**src/include/lbst_defines.svh**
```systemverilog
// Constants of the loopback signature test logic: offsets, fields, presets, taps, codes.
// Assumes one 100 MHz clock; included by its bare name wherever a number is needed.
//
// Overview of operation
// RQ1 - Each data byte owns a 20-bit register: rise and fall bits, ten lanes.
// RQ2 - Byte registers step and load independently of each other.
// RQ3 - One 30-bit command register: rise and fall bits of command lanes and clock-enable.
// RQ4 - Data signature scan shifts out all sixteen bytes of the channel, 320 bits.
// RQ5 - Command signature scan instruction reads the 30-bit command register.
// RQ6 - Registers preset to fixed alternating ones-and-zeros pattern instead of clearing to zero.
// RQ7 - Command register feedback taps at powers 30, 6, 4, 1, 0.
// RQ8 - Data byte register feedback taps at powers 20, 17, 0.
// RQ9 - Host never runs command and data signature modes together.
// RQ10 - Data modes via loopback mode register, command modes via scan config, after init.
// RQ11 - Signature modes on this channel leave other channels untouched.
// RQ12 - Host idles banks, powers down, stops clock before command modes.
// RQ13 - Command modes re-enable command input buffers during power-down.
// RQ14 - Early enable after third init interval skips power-down entry and exit.
// RQ15 - Wrapper reset clears the command signature enable bit.
// RQ16 - Host data-mode sequence: idle, set registers, enable, wait, power down.
// RQ17 - Data loopback enabled before power-down keeps all I/O buffers enabled.
// RQ18 - During data modes host sends only reads, writes, no-ops, loopback register writes.
// RQ19 - Before fifth init interval host loads mode registers by scan.
// RQ20 - Early data loopback sequence: clock with no-ops, scan enable, operate, disable.
// RQ21 - Device reset clears the data loopback enable bit.
// RQ22 - Host may skip exit and leave loopback enabled if mission mode not needed.
// RQ23 - Preset loads AAAAAh per data byte and 2AAAAAAh into command register.
// RQ24 - Command decoding is disabled while command signature modes are enabled.
// RQ25 - Clock-enable sampled on rising true edge only, loaded into both its bits.
// RQ26 - Compression combines captured lanes with shifted feedback state, Galois form.
`ifndef LBST_DEFINES_SVH
`define LBST_DEFINES_SVH

// ----------------------------------------------------------------
// Register map
// ----------------------------------------------------------------
`define LBST_OFS_LOOPBACK_MR   8'h00
`define LBST_OFS_STATUS        8'h04
`define LBST_MR_EN_BIT         0
`define LBST_MR_MODE_LSB       1
`define LBST_ST_DATA_BIT       0
`define LBST_ST_CMD_BIT        1
`define LBST_ST_DECODE_BIT     2
`define LBST_ST_CMD_BUF_BIT    3
`define LBST_ST_DATA_BUF_BIT   4
`define LBST_ST_KEEP_BIT       5
`define LBST_RESP_OKAY         2'h0
`define LBST_RESP_SLVERR       2'h2

// ----------------------------------------------------------------
// Signature registers
// ----------------------------------------------------------------
`define LBST_DATA_W            20
`define LBST_CMD_W             30
`define LBST_DATA_PRESET       20'hAAAAA
`define LBST_CMD_PRESET        30'h2AAAAAA
`define LBST_DATA_TAPS         20'h20001
`define LBST_CMD_TAPS          30'h0000053

// ----------------------------------------------------------------
// Scan instructions and config layout
// ----------------------------------------------------------------
`define LBST_INSTR_DATA_SIG    2'h1
`define LBST_INSTR_CMD_SIG     2'h2
`define LBST_INSTR_CMD_CFG     2'h3
`define LBST_CFG_W             3
`define LBST_CFG_EN_BIT        0
`define LBST_CFG_MODE_LSB      1

`endif

```
**src/include/lbst_pkg.sv**
```systemverilog
// Types of the loopback signature test logic.
// Assumes nothing of its surroundings; used as lbst_pkg::name.
package lbst_pkg;

	// Signature register function, two mode bits
	typedef enum logic [1:0] {
		LBST_MODE_PRESET = 2'h0,
		LBST_MODE_LFSR   = 2'h1,
		LBST_MODE_REG    = 2'h2,
		LBST_MODE_MISR   = 2'h3
	} lbst_mode_t;

	// Which group the channel is testing
	typedef enum logic [2:0] {
		LBST_ST_NORMAL = 3'h1,
		LBST_ST_DATA   = 3'h2,
		LBST_ST_CMD    = 3'h4
	} lbst_state_t;

endpackage

```
**src/rtl/lbst_top.sv**
```systemverilog
// Loopback signature test logic of one channel, with AXI4-Lite control and a scan port.
// Assumes link lanes arrive pre-sampled with one-cycle strobes, and the scan port is
// synchronous to clock. Other channels have their own instance and are unaffected.
`timescale 1ns/1ns
`default_nettype none
`include "lbst_defines.svh"
module lbst_top #(
	parameter int NBYTES    = 16,
	parameter int LANES     = 10,
	parameter int CMD_LANES = 14,
	parameter int ADDR_W    = 8
) (
	input  wire logic                    clock,
	input  wire logic                    nrst,
	// AXI4-Lite slave
	input  wire logic [ADDR_W-1:0]       s_axi_awaddr,
	input  wire logic                    s_axi_awvalid,
	output logic                         s_axi_awready,
	input  wire logic [31:0]             s_axi_wdata,
	input  wire logic [3:0]              s_axi_wstrb,
	input  wire logic                    s_axi_wvalid,
	output logic                         s_axi_wready,
	output logic [1:0]                   s_axi_bresp,
	output logic                         s_axi_bvalid,
	input  wire logic                    s_axi_bready,
	input  wire logic [ADDR_W-1:0]       s_axi_araddr,
	input  wire logic                    s_axi_arvalid,
	output logic                         s_axi_arready,
	output logic [31:0]                  s_axi_rdata,
	output logic [1:0]                   s_axi_rresp,
	output logic                         s_axi_rvalid,
	input  wire logic                    s_axi_rready,
	// Scan wrapper port
	input  wire logic                    wrst_n,
	input  wire logic [1:0]              scan_instr,
	input  wire logic                    scan_capture,
	input  wire logic                    scan_shift,
	input  wire logic                    scan_update,
	input  wire logic                    scan_si,
	output logic                         scan_so,
	// Data word group lanes: per byte, lanes 0-7 data, 8 inversion, 9 write mask
	input  wire logic [NBYTES*LANES-1:0] data_rise,
	input  wire logic [NBYTES*LANES-1:0] data_fall,
	input  wire logic                    data_wr_valid,
	input  wire logic                    data_rd_req,
	output logic [NBYTES*LANES-1:0]      data_out_rise,
	output logic [NBYTES*LANES-1:0]      data_out_fall,
	// Command word group lanes
	input  wire logic [CMD_LANES-1:0]    cmd_rise,
	input  wire logic [CMD_LANES-1:0]    cmd_fall,
	input  wire logic                    cke_in,
	input  wire logic                    clock_true_rise,
	input  wire logic                    powerdown,
	output logic                         cmd_decode_en,
	output logic                         cmd_buf_en,
	output logic                         data_buf_en
);
	localparam int DW     = `LBST_DATA_W;
	localparam int CW     = `LBST_CMD_W;
	localparam int SCAN_W = NBYTES * DW;

	// ------------------------------------------------------------
	// Address decode
	// ------------------------------------------------------------
	function automatic logic [1:0] reg_sel(input logic [ADDR_W-1:0] a);
		if (a[ADDR_W-1:2] == (ADDR_W-2)'(`LBST_OFS_LOOPBACK_MR >> 2))
			reg_sel = 2'h1;
		else if (a[ADDR_W-1:2] == (ADDR_W-2)'(`LBST_OFS_STATUS >> 2))
			reg_sel = 2'h2;
		else
			reg_sel = 2'h0;
	endfunction

	logic                  have_aw_q;
	logic                  have_w_q;
	logic [ADDR_W-1:0]     awaddr_q;
	logic [31:0]           wdata_q;
	logic                  wbyte0_q;
	logic [2:0]            mr_q;
	logic [`LBST_CFG_W-1:0] cfg_q;
	logic [SCAN_W-1:0]     sr_q;
	logic [SCAN_W-1:0]     sr_d;
	logic                  keep_q;
	logic                  pd_q;
	lbst_pkg::lbst_state_t state_q;
	lbst_pkg::lbst_state_t state_d;

	// ------------------------------------------------------------
	// AXI4-Lite slave
	// ------------------------------------------------------------
	wire logic       aw_hs    = s_axi_awvalid & s_axi_awready;
	wire logic       w_hs     = s_axi_wvalid & s_axi_wready;
	wire logic       do_write = have_aw_q & have_w_q & ~s_axi_bvalid;
	wire logic       have_aw_d = (have_aw_q | aw_hs) & ~do_write;
	wire logic       have_w_d  = (have_w_q | w_hs) & ~do_write;
	wire logic       bvalid_d  = do_write | (s_axi_bvalid & ~s_axi_bready);
	wire logic [1:0] wsel      = reg_sel(awaddr_q);
	wire logic       mr_wr     = do_write & (wsel == 2'h1) & wbyte0_q;
	wire logic       ar_hs     = s_axi_arvalid & s_axi_arready;
	wire logic       rvalid_d  = ar_hs | (s_axi_rvalid & ~s_axi_rready);
	wire logic [1:0] rsel      = reg_sel(s_axi_araddr);
	wire logic [31:0] status_word;
	wire logic [31:0] rdata_d = (rsel == 2'h1) ? {29'h0, mr_q} :
	                            (rsel == 2'h2) ? status_word : 32'h0;

	always_ff @(posedge clock) begin
		if (!nrst) begin
			have_aw_q     <= 1'b0;
			have_w_q      <= 1'b0;
			awaddr_q      <= '0;
			wdata_q       <= 32'h0;
			wbyte0_q      <= 1'b0;
			s_axi_awready <= 1'b0;
			s_axi_wready  <= 1'b0;
			s_axi_bvalid  <= 1'b0;
			s_axi_bresp   <= `LBST_RESP_OKAY;
		end else begin
			have_aw_q     <= have_aw_d;
			have_w_q      <= have_w_d;
			s_axi_awready <= ~have_aw_d & ~bvalid_d;
			s_axi_wready  <= ~have_w_d & ~bvalid_d;
			s_axi_bvalid  <= bvalid_d;
			if (aw_hs)
				awaddr_q <= s_axi_awaddr;
			if (w_hs) begin
				wdata_q  <= s_axi_wdata;
				wbyte0_q <= s_axi_wstrb[0];
			end
			// Status is read-only, so only the mode register accepts writes
			if (do_write)
				s_axi_bresp <= (wsel == 2'h1) ? `LBST_RESP_OKAY : `LBST_RESP_SLVERR;
		end
	end

	always_ff @(posedge clock) begin
		if (!nrst) begin
			s_axi_arready <= 1'b0;
			s_axi_rvalid  <= 1'b0;
			s_axi_rdata   <= 32'h0;
			s_axi_rresp   <= `LBST_RESP_OKAY;
		end else begin
			s_axi_arready <= ~rvalid_d;
			s_axi_rvalid  <= rvalid_d;
			if (ar_hs) begin
				s_axi_rdata <= rdata_d;
				s_axi_rresp <= (rsel == 2'h0) ? `LBST_RESP_SLVERR : `LBST_RESP_OKAY;
			end
		end
	end

	// ------------------------------------------------------------
	// Mode enables
	// ------------------------------------------------------------
	// Loopback mode register lives until device reset, never cleared by wrapper reset
	always_ff @(posedge clock) begin
		if (!nrst)
			mr_q <= 3'h0; // [RQ21]
		else if (mr_wr)
			mr_q <= wdata_q[2:0]; // [RQ10]
	end

	wire logic cfg_upd = scan_update & (scan_instr == `LBST_INSTR_CMD_CFG);

	always_ff @(posedge clock) begin
		if (!nrst || !wrst_n)
			cfg_q <= '0; // [RQ15]
		else if (cfg_upd)
			cfg_q <= sr_q[`LBST_CFG_W-1:0]; // [RQ10]
	end

	wire logic                 dw_req  = mr_q[`LBST_MR_EN_BIT];
	wire logic                 cw_req  = cfg_q[`LBST_CFG_EN_BIT];
	wire lbst_pkg::lbst_mode_t dw_mode = lbst_pkg::lbst_mode_t'(mr_q[`LBST_MR_MODE_LSB +: 2]);
	wire lbst_pkg::lbst_mode_t cw_mode = lbst_pkg::lbst_mode_t'(cfg_q[`LBST_CFG_MODE_LSB +: 2]);

	// First group enabled wins, data if both come in one cycle; the other stays parked until it drops
	always_comb begin
		state_d = state_q;
		case (state_q)
			lbst_pkg::LBST_ST_NORMAL: begin
				if (dw_req)
					state_d = lbst_pkg::LBST_ST_DATA;
				else if (cw_req)
					state_d = lbst_pkg::LBST_ST_CMD;
			end
			lbst_pkg::LBST_ST_DATA: begin
				if (!dw_req)
					state_d = lbst_pkg::LBST_ST_NORMAL;
			end
			lbst_pkg::LBST_ST_CMD: begin
				if (!cw_req)
					state_d = lbst_pkg::LBST_ST_NORMAL;
			end
			default: state_d = lbst_pkg::LBST_ST_NORMAL;
		endcase
	end

	wire logic dw_act = (state_q == lbst_pkg::LBST_ST_DATA);
	wire logic cw_act = (state_q == lbst_pkg::LBST_ST_CMD);
	// Loopback already on when power-down starts keeps every buffer alive
	wire logic keep_d = powerdown & (pd_q ? keep_q : dw_req);

	always_ff @(posedge clock) begin
		if (!nrst) begin
			state_q       <= lbst_pkg::LBST_ST_NORMAL;
			pd_q          <= 1'b0;
			keep_q        <= 1'b0;
			cmd_decode_en <= 1'b1;
			cmd_buf_en    <= 1'b1;
			data_buf_en   <= 1'b1;
		end else begin
			state_q       <= state_d; // [RQ11]
			pd_q          <= powerdown;
			keep_q        <= keep_d; // [RQ17]
			cmd_decode_en <= ~(state_d == lbst_pkg::LBST_ST_CMD); // [RQ24]
			cmd_buf_en    <= ~powerdown | keep_d | (state_d == lbst_pkg::LBST_ST_CMD); // [RQ13] [RQ17]
			data_buf_en   <= ~powerdown | keep_d; // [RQ17]
		end
	end

	assign status_word = {26'h0, keep_q, data_buf_en, cmd_buf_en, cmd_decode_en, cw_act, dw_act};

	// ------------------------------------------------------------
	// Signature registers
	// ------------------------------------------------------------
	wire logic [SCAN_W-1:0] data_sig;
	wire logic [CW-1:0]     cmd_sig;
	wire logic [CW-1:0]     cmd_din;
	// Pattern generation follows reads, capture and compression follow writes
	wire logic              dw_step = (dw_mode == lbst_pkg::LBST_MODE_LFSR) ? data_rd_req : data_wr_valid;

	genvar b;
	genvar l;
	generate
		for (b = 0; b < NBYTES; b++) begin : g_byte
			wire logic [DW-1:0] din;
			for (l = 0; l < LANES; l++) begin : g_lane
				assign din[2*l]     = data_rise[b*LANES+l]; // [RQ1]
				assign din[2*l+1]   = data_fall[b*LANES+l];
				assign data_out_rise[b*LANES+l] = data_sig[b*DW+2*l];
				assign data_out_fall[b*LANES+l] = data_sig[b*DW+2*l+1];
			end
			lbst_sig_reg #(
				.W      (DW),
				.TAPS   (`LBST_DATA_TAPS),
				.PRESET (`LBST_DATA_PRESET)
			) u_byte (
				.clock  (clock),
				.nrst   (nrst),
				.active (dw_act),
				.step   (dw_step),
				.mode   (dw_mode),
				.din    (din),
				.q      (data_sig[b*DW +: DW])
			); // [RQ2] [RQ8]
		end
		for (l = 0; l < CMD_LANES; l++) begin : g_cmd
			assign cmd_din[2*l]   = cmd_rise[l]; // [RQ3]
			assign cmd_din[2*l+1] = cmd_fall[l];
		end
	endgenerate

	// Clock-enable is single rate: the rising sample fills both bits
	assign cmd_din[CW-2] = cke_in; // [RQ25]
	assign cmd_din[CW-1] = cke_in; // [RQ25]

	lbst_sig_reg #(
		.W      (CW),
		.TAPS   (`LBST_CMD_TAPS),
		.PRESET (`LBST_CMD_PRESET)
	) u_cmd (
		.clock  (clock),
		.nrst   (nrst),
		.active (cw_act),
		.step   (clock_true_rise),
		.mode   (cw_mode),
		.din    (cmd_din),
		.q      (cmd_sig)
	); // [RQ3] [RQ7] [RQ25]

	// ------------------------------------------------------------
	// Scan data register
	// ------------------------------------------------------------
	// Length follows the instruction so short registers need no padding bits
	wire logic [8:0] scan_top = (scan_instr == `LBST_INSTR_DATA_SIG) ? 9'(SCAN_W - 1) :
	                            (scan_instr == `LBST_INSTR_CMD_SIG)  ? 9'(CW - 1) :
	                                                                    9'(`LBST_CFG_W - 1);

	always_comb begin
		sr_d = sr_q;
		if (scan_capture) begin
			case (scan_instr)
				`LBST_INSTR_DATA_SIG: sr_d = data_sig; // [RQ4]
				`LBST_INSTR_CMD_SIG:  sr_d = {{(SCAN_W-CW){1'b0}}, cmd_sig}; // [RQ5]
				`LBST_INSTR_CMD_CFG:  sr_d = {{(SCAN_W-`LBST_CFG_W){1'b0}}, cfg_q};
				default:              sr_d = sr_q;
			endcase
		end else if (scan_shift) begin
			sr_d = sr_q >> 1; // [RQ4]
			sr_d[scan_top] = scan_si;
		end
	end

	always_ff @(posedge clock) begin
		if (!nrst) begin
			sr_q    <= '0;
			scan_so <= 1'b0;
		end else begin
			sr_q    <= sr_d;
			scan_so <= sr_d[0];
		end
	end
endmodule
`default_nettype wire

```
**src/rtl/lbst_sig_reg.sv**
```systemverilog
// One signature/pattern register: preset, pattern generator, capture or compression.
// Assumes step is a one-cycle pulse per captured edge pair, din already interleaved rise/fall.
`timescale 1ns/1ns
`default_nettype none
module lbst_sig_reg #(
	parameter int              W      = 20,
	parameter logic [W-1:0]    TAPS   = '0,
	parameter logic [W-1:0]    PRESET = '0
) (
	input  wire logic                clock,
	input  wire logic                nrst,
	input  wire logic                active,
	input  wire logic                step,
	input  wire lbst_pkg::lbst_mode_t mode,
	input  wire logic [W-1:0]        din,
	output logic      [W-1:0]        q
);
	// Galois shift: top bit feeds every tap position
	function automatic logic [W-1:0] galois(input logic [W-1:0] s);
		galois = {s[W-2:0], 1'b0} ^ (s[W-1] ? TAPS : '0);
	endfunction

	wire logic [W-1:0] fb_next = galois(q);
	wire logic [W-1:0] comp_next = fb_next ^ din;
	wire logic         hold_preset = active && (mode == lbst_pkg::LBST_MODE_PRESET);

	always_ff @(posedge clock) begin
		if (!nrst) begin
			q <= PRESET; // [RQ6]
		end else if (hold_preset) begin
			q <= PRESET; // [RQ6] [RQ23]
		end else if (active && step) begin
			case (mode)
				lbst_pkg::LBST_MODE_LFSR: q <= fb_next; // [RQ7] [RQ8]
				lbst_pkg::LBST_MODE_REG:  q <= din;
				lbst_pkg::LBST_MODE_MISR: q <= comp_next; // [RQ26]
				default:                  q <= q;
			endcase
		end
	end
endmodule
`default_nettype wire

```
**config.mk**
```make
export PLATFORM = sky130hd
export DESIGN_NAME = lbst_top
export DESIGN_NICKNAME = d
export VERILOG_FILES = /design/src/include/lbst_pkg.sv /design/src/rtl/lbst_top.sv /design/src/rtl/lbst_sig_reg.sv
export VERILOG_INCLUDE_DIRS = /design/src /design/src/include
export SDC_FILE = /design/constraint.sdc
export NUM_CORES = 2
export LEC_CHECK = 0
export BUFFER_PORTS_ARGS = -buffer_cell sky130_fd_sc_hd__buf_4
export CORE_ASPECT_RATIO = 1.2
export CORE_MARGIN = 2
export CORE_UTILIZATION = 35
export DETAILED_ROUTE_END_ITERATION = 8
export HOLD_SLACK_MARGIN = 0.08
export SETUP_SLACK_MARGIN = 0.4
export SYNTH_ARGS = -nofsm -noshare
export SYNTH_HDL_FRONTEND = slang
export SYNTH_SLANG_ARGS = --single-unit
```
**constraint.sdc**
```tcl
create_clock -name clock -period 2.2 [get_ports clock]
set_input_delay 0.22 -clock clock [delete_from_list [all_inputs] [get_ports clock]]
set_output_delay 0.22 -clock clock [all_outputs]
set_load 0.01 [all_outputs]
```
==> flow_summary.yaml <==
run_status:
  status: "complete, no violations"
synthesis:
  netlist_top_cells_count: "dfxtp_1 (709), a21oi_1 (539), o21ai_0 (402)"
  avgSynthCellArea_um2: 7.795
  synth_area_um2: 36520
  syn_inst: 4685
  synth_top_area_cell: "dfxtp_1"
  ys_async_sr_fraction_pct: 0
  seq_area_frac_synth_pct: 38.87
  ys_warn_count: 0
  synth_cell_types: 52
  ys_ff_latch: 709
  synth_ff_type: "dfxtp_1"
  netlist.area_leader.share_pct: 38.87
  synth.most_common_cell: "dfxtp_1"
  synth-edff-count: 0
  synth_area_leaders: "dfxtp_1 (39%), a211o_1 (8.0%), a21oi_1 (7.4%)"
worst_setup_path:
  cp_slowest_cell: "or3b_4"
  path_max_fanout: 24
  crit_path_frequent_cell: "buf_12"
  start_kind: "flip-flop"
  worstPathCellList: "or3b_4 -> a21o_4 -> buf_12 -> buf_16 -> buf_12 -> a211o_1 -> a21oi_1"
  required_ns: 2.75
  max_stage_delay_ns: 0.43
  cp.arrival_ns: 2.56
  endpoint_kind: "flip-flop"
  crit_type: "reg2reg"
route:
  drt_iter0_drc: 3374
  ant_nets: 0
  vias_per_cell: 5.699
  vias: 39970
  wl_per_cell_um: 21.10
  firstDrtPassIters: 6
  drc: 0
  wirelength_um: 148000
die:
  die_area_um2: 106900
  start_util_pct: 35.35
  ios: 784
  die_y_um: 357.8
  die_w_um: 298.9
  core_um2: 103300
  num_rows: 129
power_and_ir_drop:
  vdd_ir_drop_max_mv: 0.6013
  cellLeakagePower_uw: 0.01903
  p_total_uw: 30760
  power_density_nw_per_um2: 592.3
placed_design:
  placed_area_um2: 43420
  routabilityCongestion: 0.8528
  io_buffers: 719
  hpwlAfterDp_um: 91340
layout:
  postLayoutCoreUtil_pct: 50.28
  final_layout_size_suffix_gt1_share_pct: 21.28
  final_cell_area_um2: 51940
  syn_to_final_growth_pct: 42.24
  final_nets: 5997
clocking:
  clk_path_buf_depth: 3
  cts_num_sinks: 709
  insertion_delay_ns: 0.64
  cts_root_buffer: "clkbuf_16"
  clkSlewWorstSetupHoldPaths_ns: 0.06
  cts_tree: "yes"
  htreeDepth: 3
  cts_buffers: 78
worst_hold_path:
  hold_path.class: "in2reg"
sta:
  setup_violations: 0
  slew_headroom_pct: 29.53
  finClkSkew_ns: 0.03188
  fin_crit_ns: 2.011
  rsz0062_at_grt: "yes"
  worst_pin_slew_ns: 1.057
  clock.fmax_ghz: 0.4974
  finalHoldViolCount: 0
  period_share_pct: 91.39
  finalMaxSlewViolations: 0
global_routing:
  antenna_found_initial: 21
  grt_pass1_vias: 35450
  grt_pass1_wl_um: 211800
  overflow: 0
  grt_use_total_pct: 24.64
  grt_max_degree: 225
run:
  drv_cap: 0
[flip-flops by register name, indices dropped and copies added (netlist names), 6 cells and up]
name and count:
g_byte.u_byte.q 320, sr_q 320, awaddr_q 6, u_cmd.q 30
s_axi_rdata 6
[routing by layer]
| layer | track usage (%) | part of all wire, % |
|---|---|---|
| met5 | 0 | 0.049 |
| met4 | 8.730 | 3.2 |
| met3 | 3.932 | 5.9 |
| met2 | 42.75 | 50 |
| met1 | 30.88 | 41 |
[repair_timing]
item | CTS | global route
hold endpoints to repair | 358 | 2
hold buffers | 359 | 2
setup buffers | 11 | 16
resized for setup | 61 | 144
pin swaps | 7 | 14
setup endpoints to repair | 315 | 325
cloned | 18 | 34
[final cells by class]
type,count,area (um^2)
antenna,13,32.53
tap,1375,1720
clock buffer,115,2272
fill,9717,51360
inverter,33,138.9
sequential,709,14210
clock inverter,18,170.2
timing repair buffer,1306,12750
multi-input combinational,3445,20650
[logic make-up (layout without fill, tap and decap cells)]
logic type                 Yosys count  after routing  synth area share, %
AOI/OAI and AO/OA                 1795           1795                32.85
DFF                                709            709                38.87
other                                1             41              0.01027
muxes                               10             10               0.3084
xor gates and xnor gates            21             21               0.5036
and+or+nand+nor                   1586           1586                20.98
adders and majority gates            5              5               0.1713
buffers and inverters              558           1472                6.304
[through the flow]
step / hold slack [ns] / setup slack, ns / cells / TNS (ns)
floorplan: 0.3675 / 0.3266 / 4712 / 0
global placement: 0.4445 / -0.03744 / 6429 / -0.03744
detailed placement: 0.4473 / -0.04415 / 6429 / -0.3775
CTS: 0.08039 / 0.2372 / 6950 / 0
global route: 0.08880 / 0.1399 / 7012 / 0
finish: 0.08237 / 0.1894 / 7014 / 0
[power by group]
| group | leakage [uW] | total [uW] | switching (uW) | internal, uW |
|---|---|---|---|---|
| combinational | 0.0120 | 4240 | 2150 | 2090 |
| sequential | 0.00579 | 13600 | 250 | 13400 |
| clock | 0.00121 | 12900 | 5540 | 7370 |
| total | 0.0190 | 30800 | 7940 | 22800 |
[critical path: cells and delay by family, from the launching register on]
family                 cells  cell delay, ns
AO/OA/AOI/OAI              3            0.63
buffers and inverters      3            0.53
flip-flops                 1            0.32
AND/OR/NAND/NOR            1            0.43
[cells in the final DEF (no fill, tap or decap), types with 289 or more instances in the layout]
cell type      synthesis  routed
o21ai_0              402     402
dlygate4sd3_1          0     358
nor2_1               306     304
a21oi_1              539     511
a311oi_1             289     289
dfxtp_1              709     702
nand3_1              375     375
nor3_1               289     289
buf_4                 28     798
a211o_1              334     334
nor2b_1              292     292
[path summary, 6_finish.rpt]
kind                                          startpoint  depth (start not counted)  slack, ns                                  end
worst min-delay path                       data_fall[34]                          4       0.08   g_byte[3].u_byte.q[9]$_SDFFE_PP1P_
worst max register to register     state_q[0]$_SDFF_PN1_                          7       0.19  g_byte[9].u_byte.q[12]$_SDFFE_PP0P_
worst min register to register  awaddr_q[6]$_SDFFE_PN0P_                          2       0.45             awaddr_q[6]$_SDFFE_PN0P_
worst max-delay path               state_q[0]$_SDFF_PN1_                          7       0.19  g_byte[9].u_byte.q[12]$_SDFFE_PP0P_
Power figures use the tool's default switching activity.
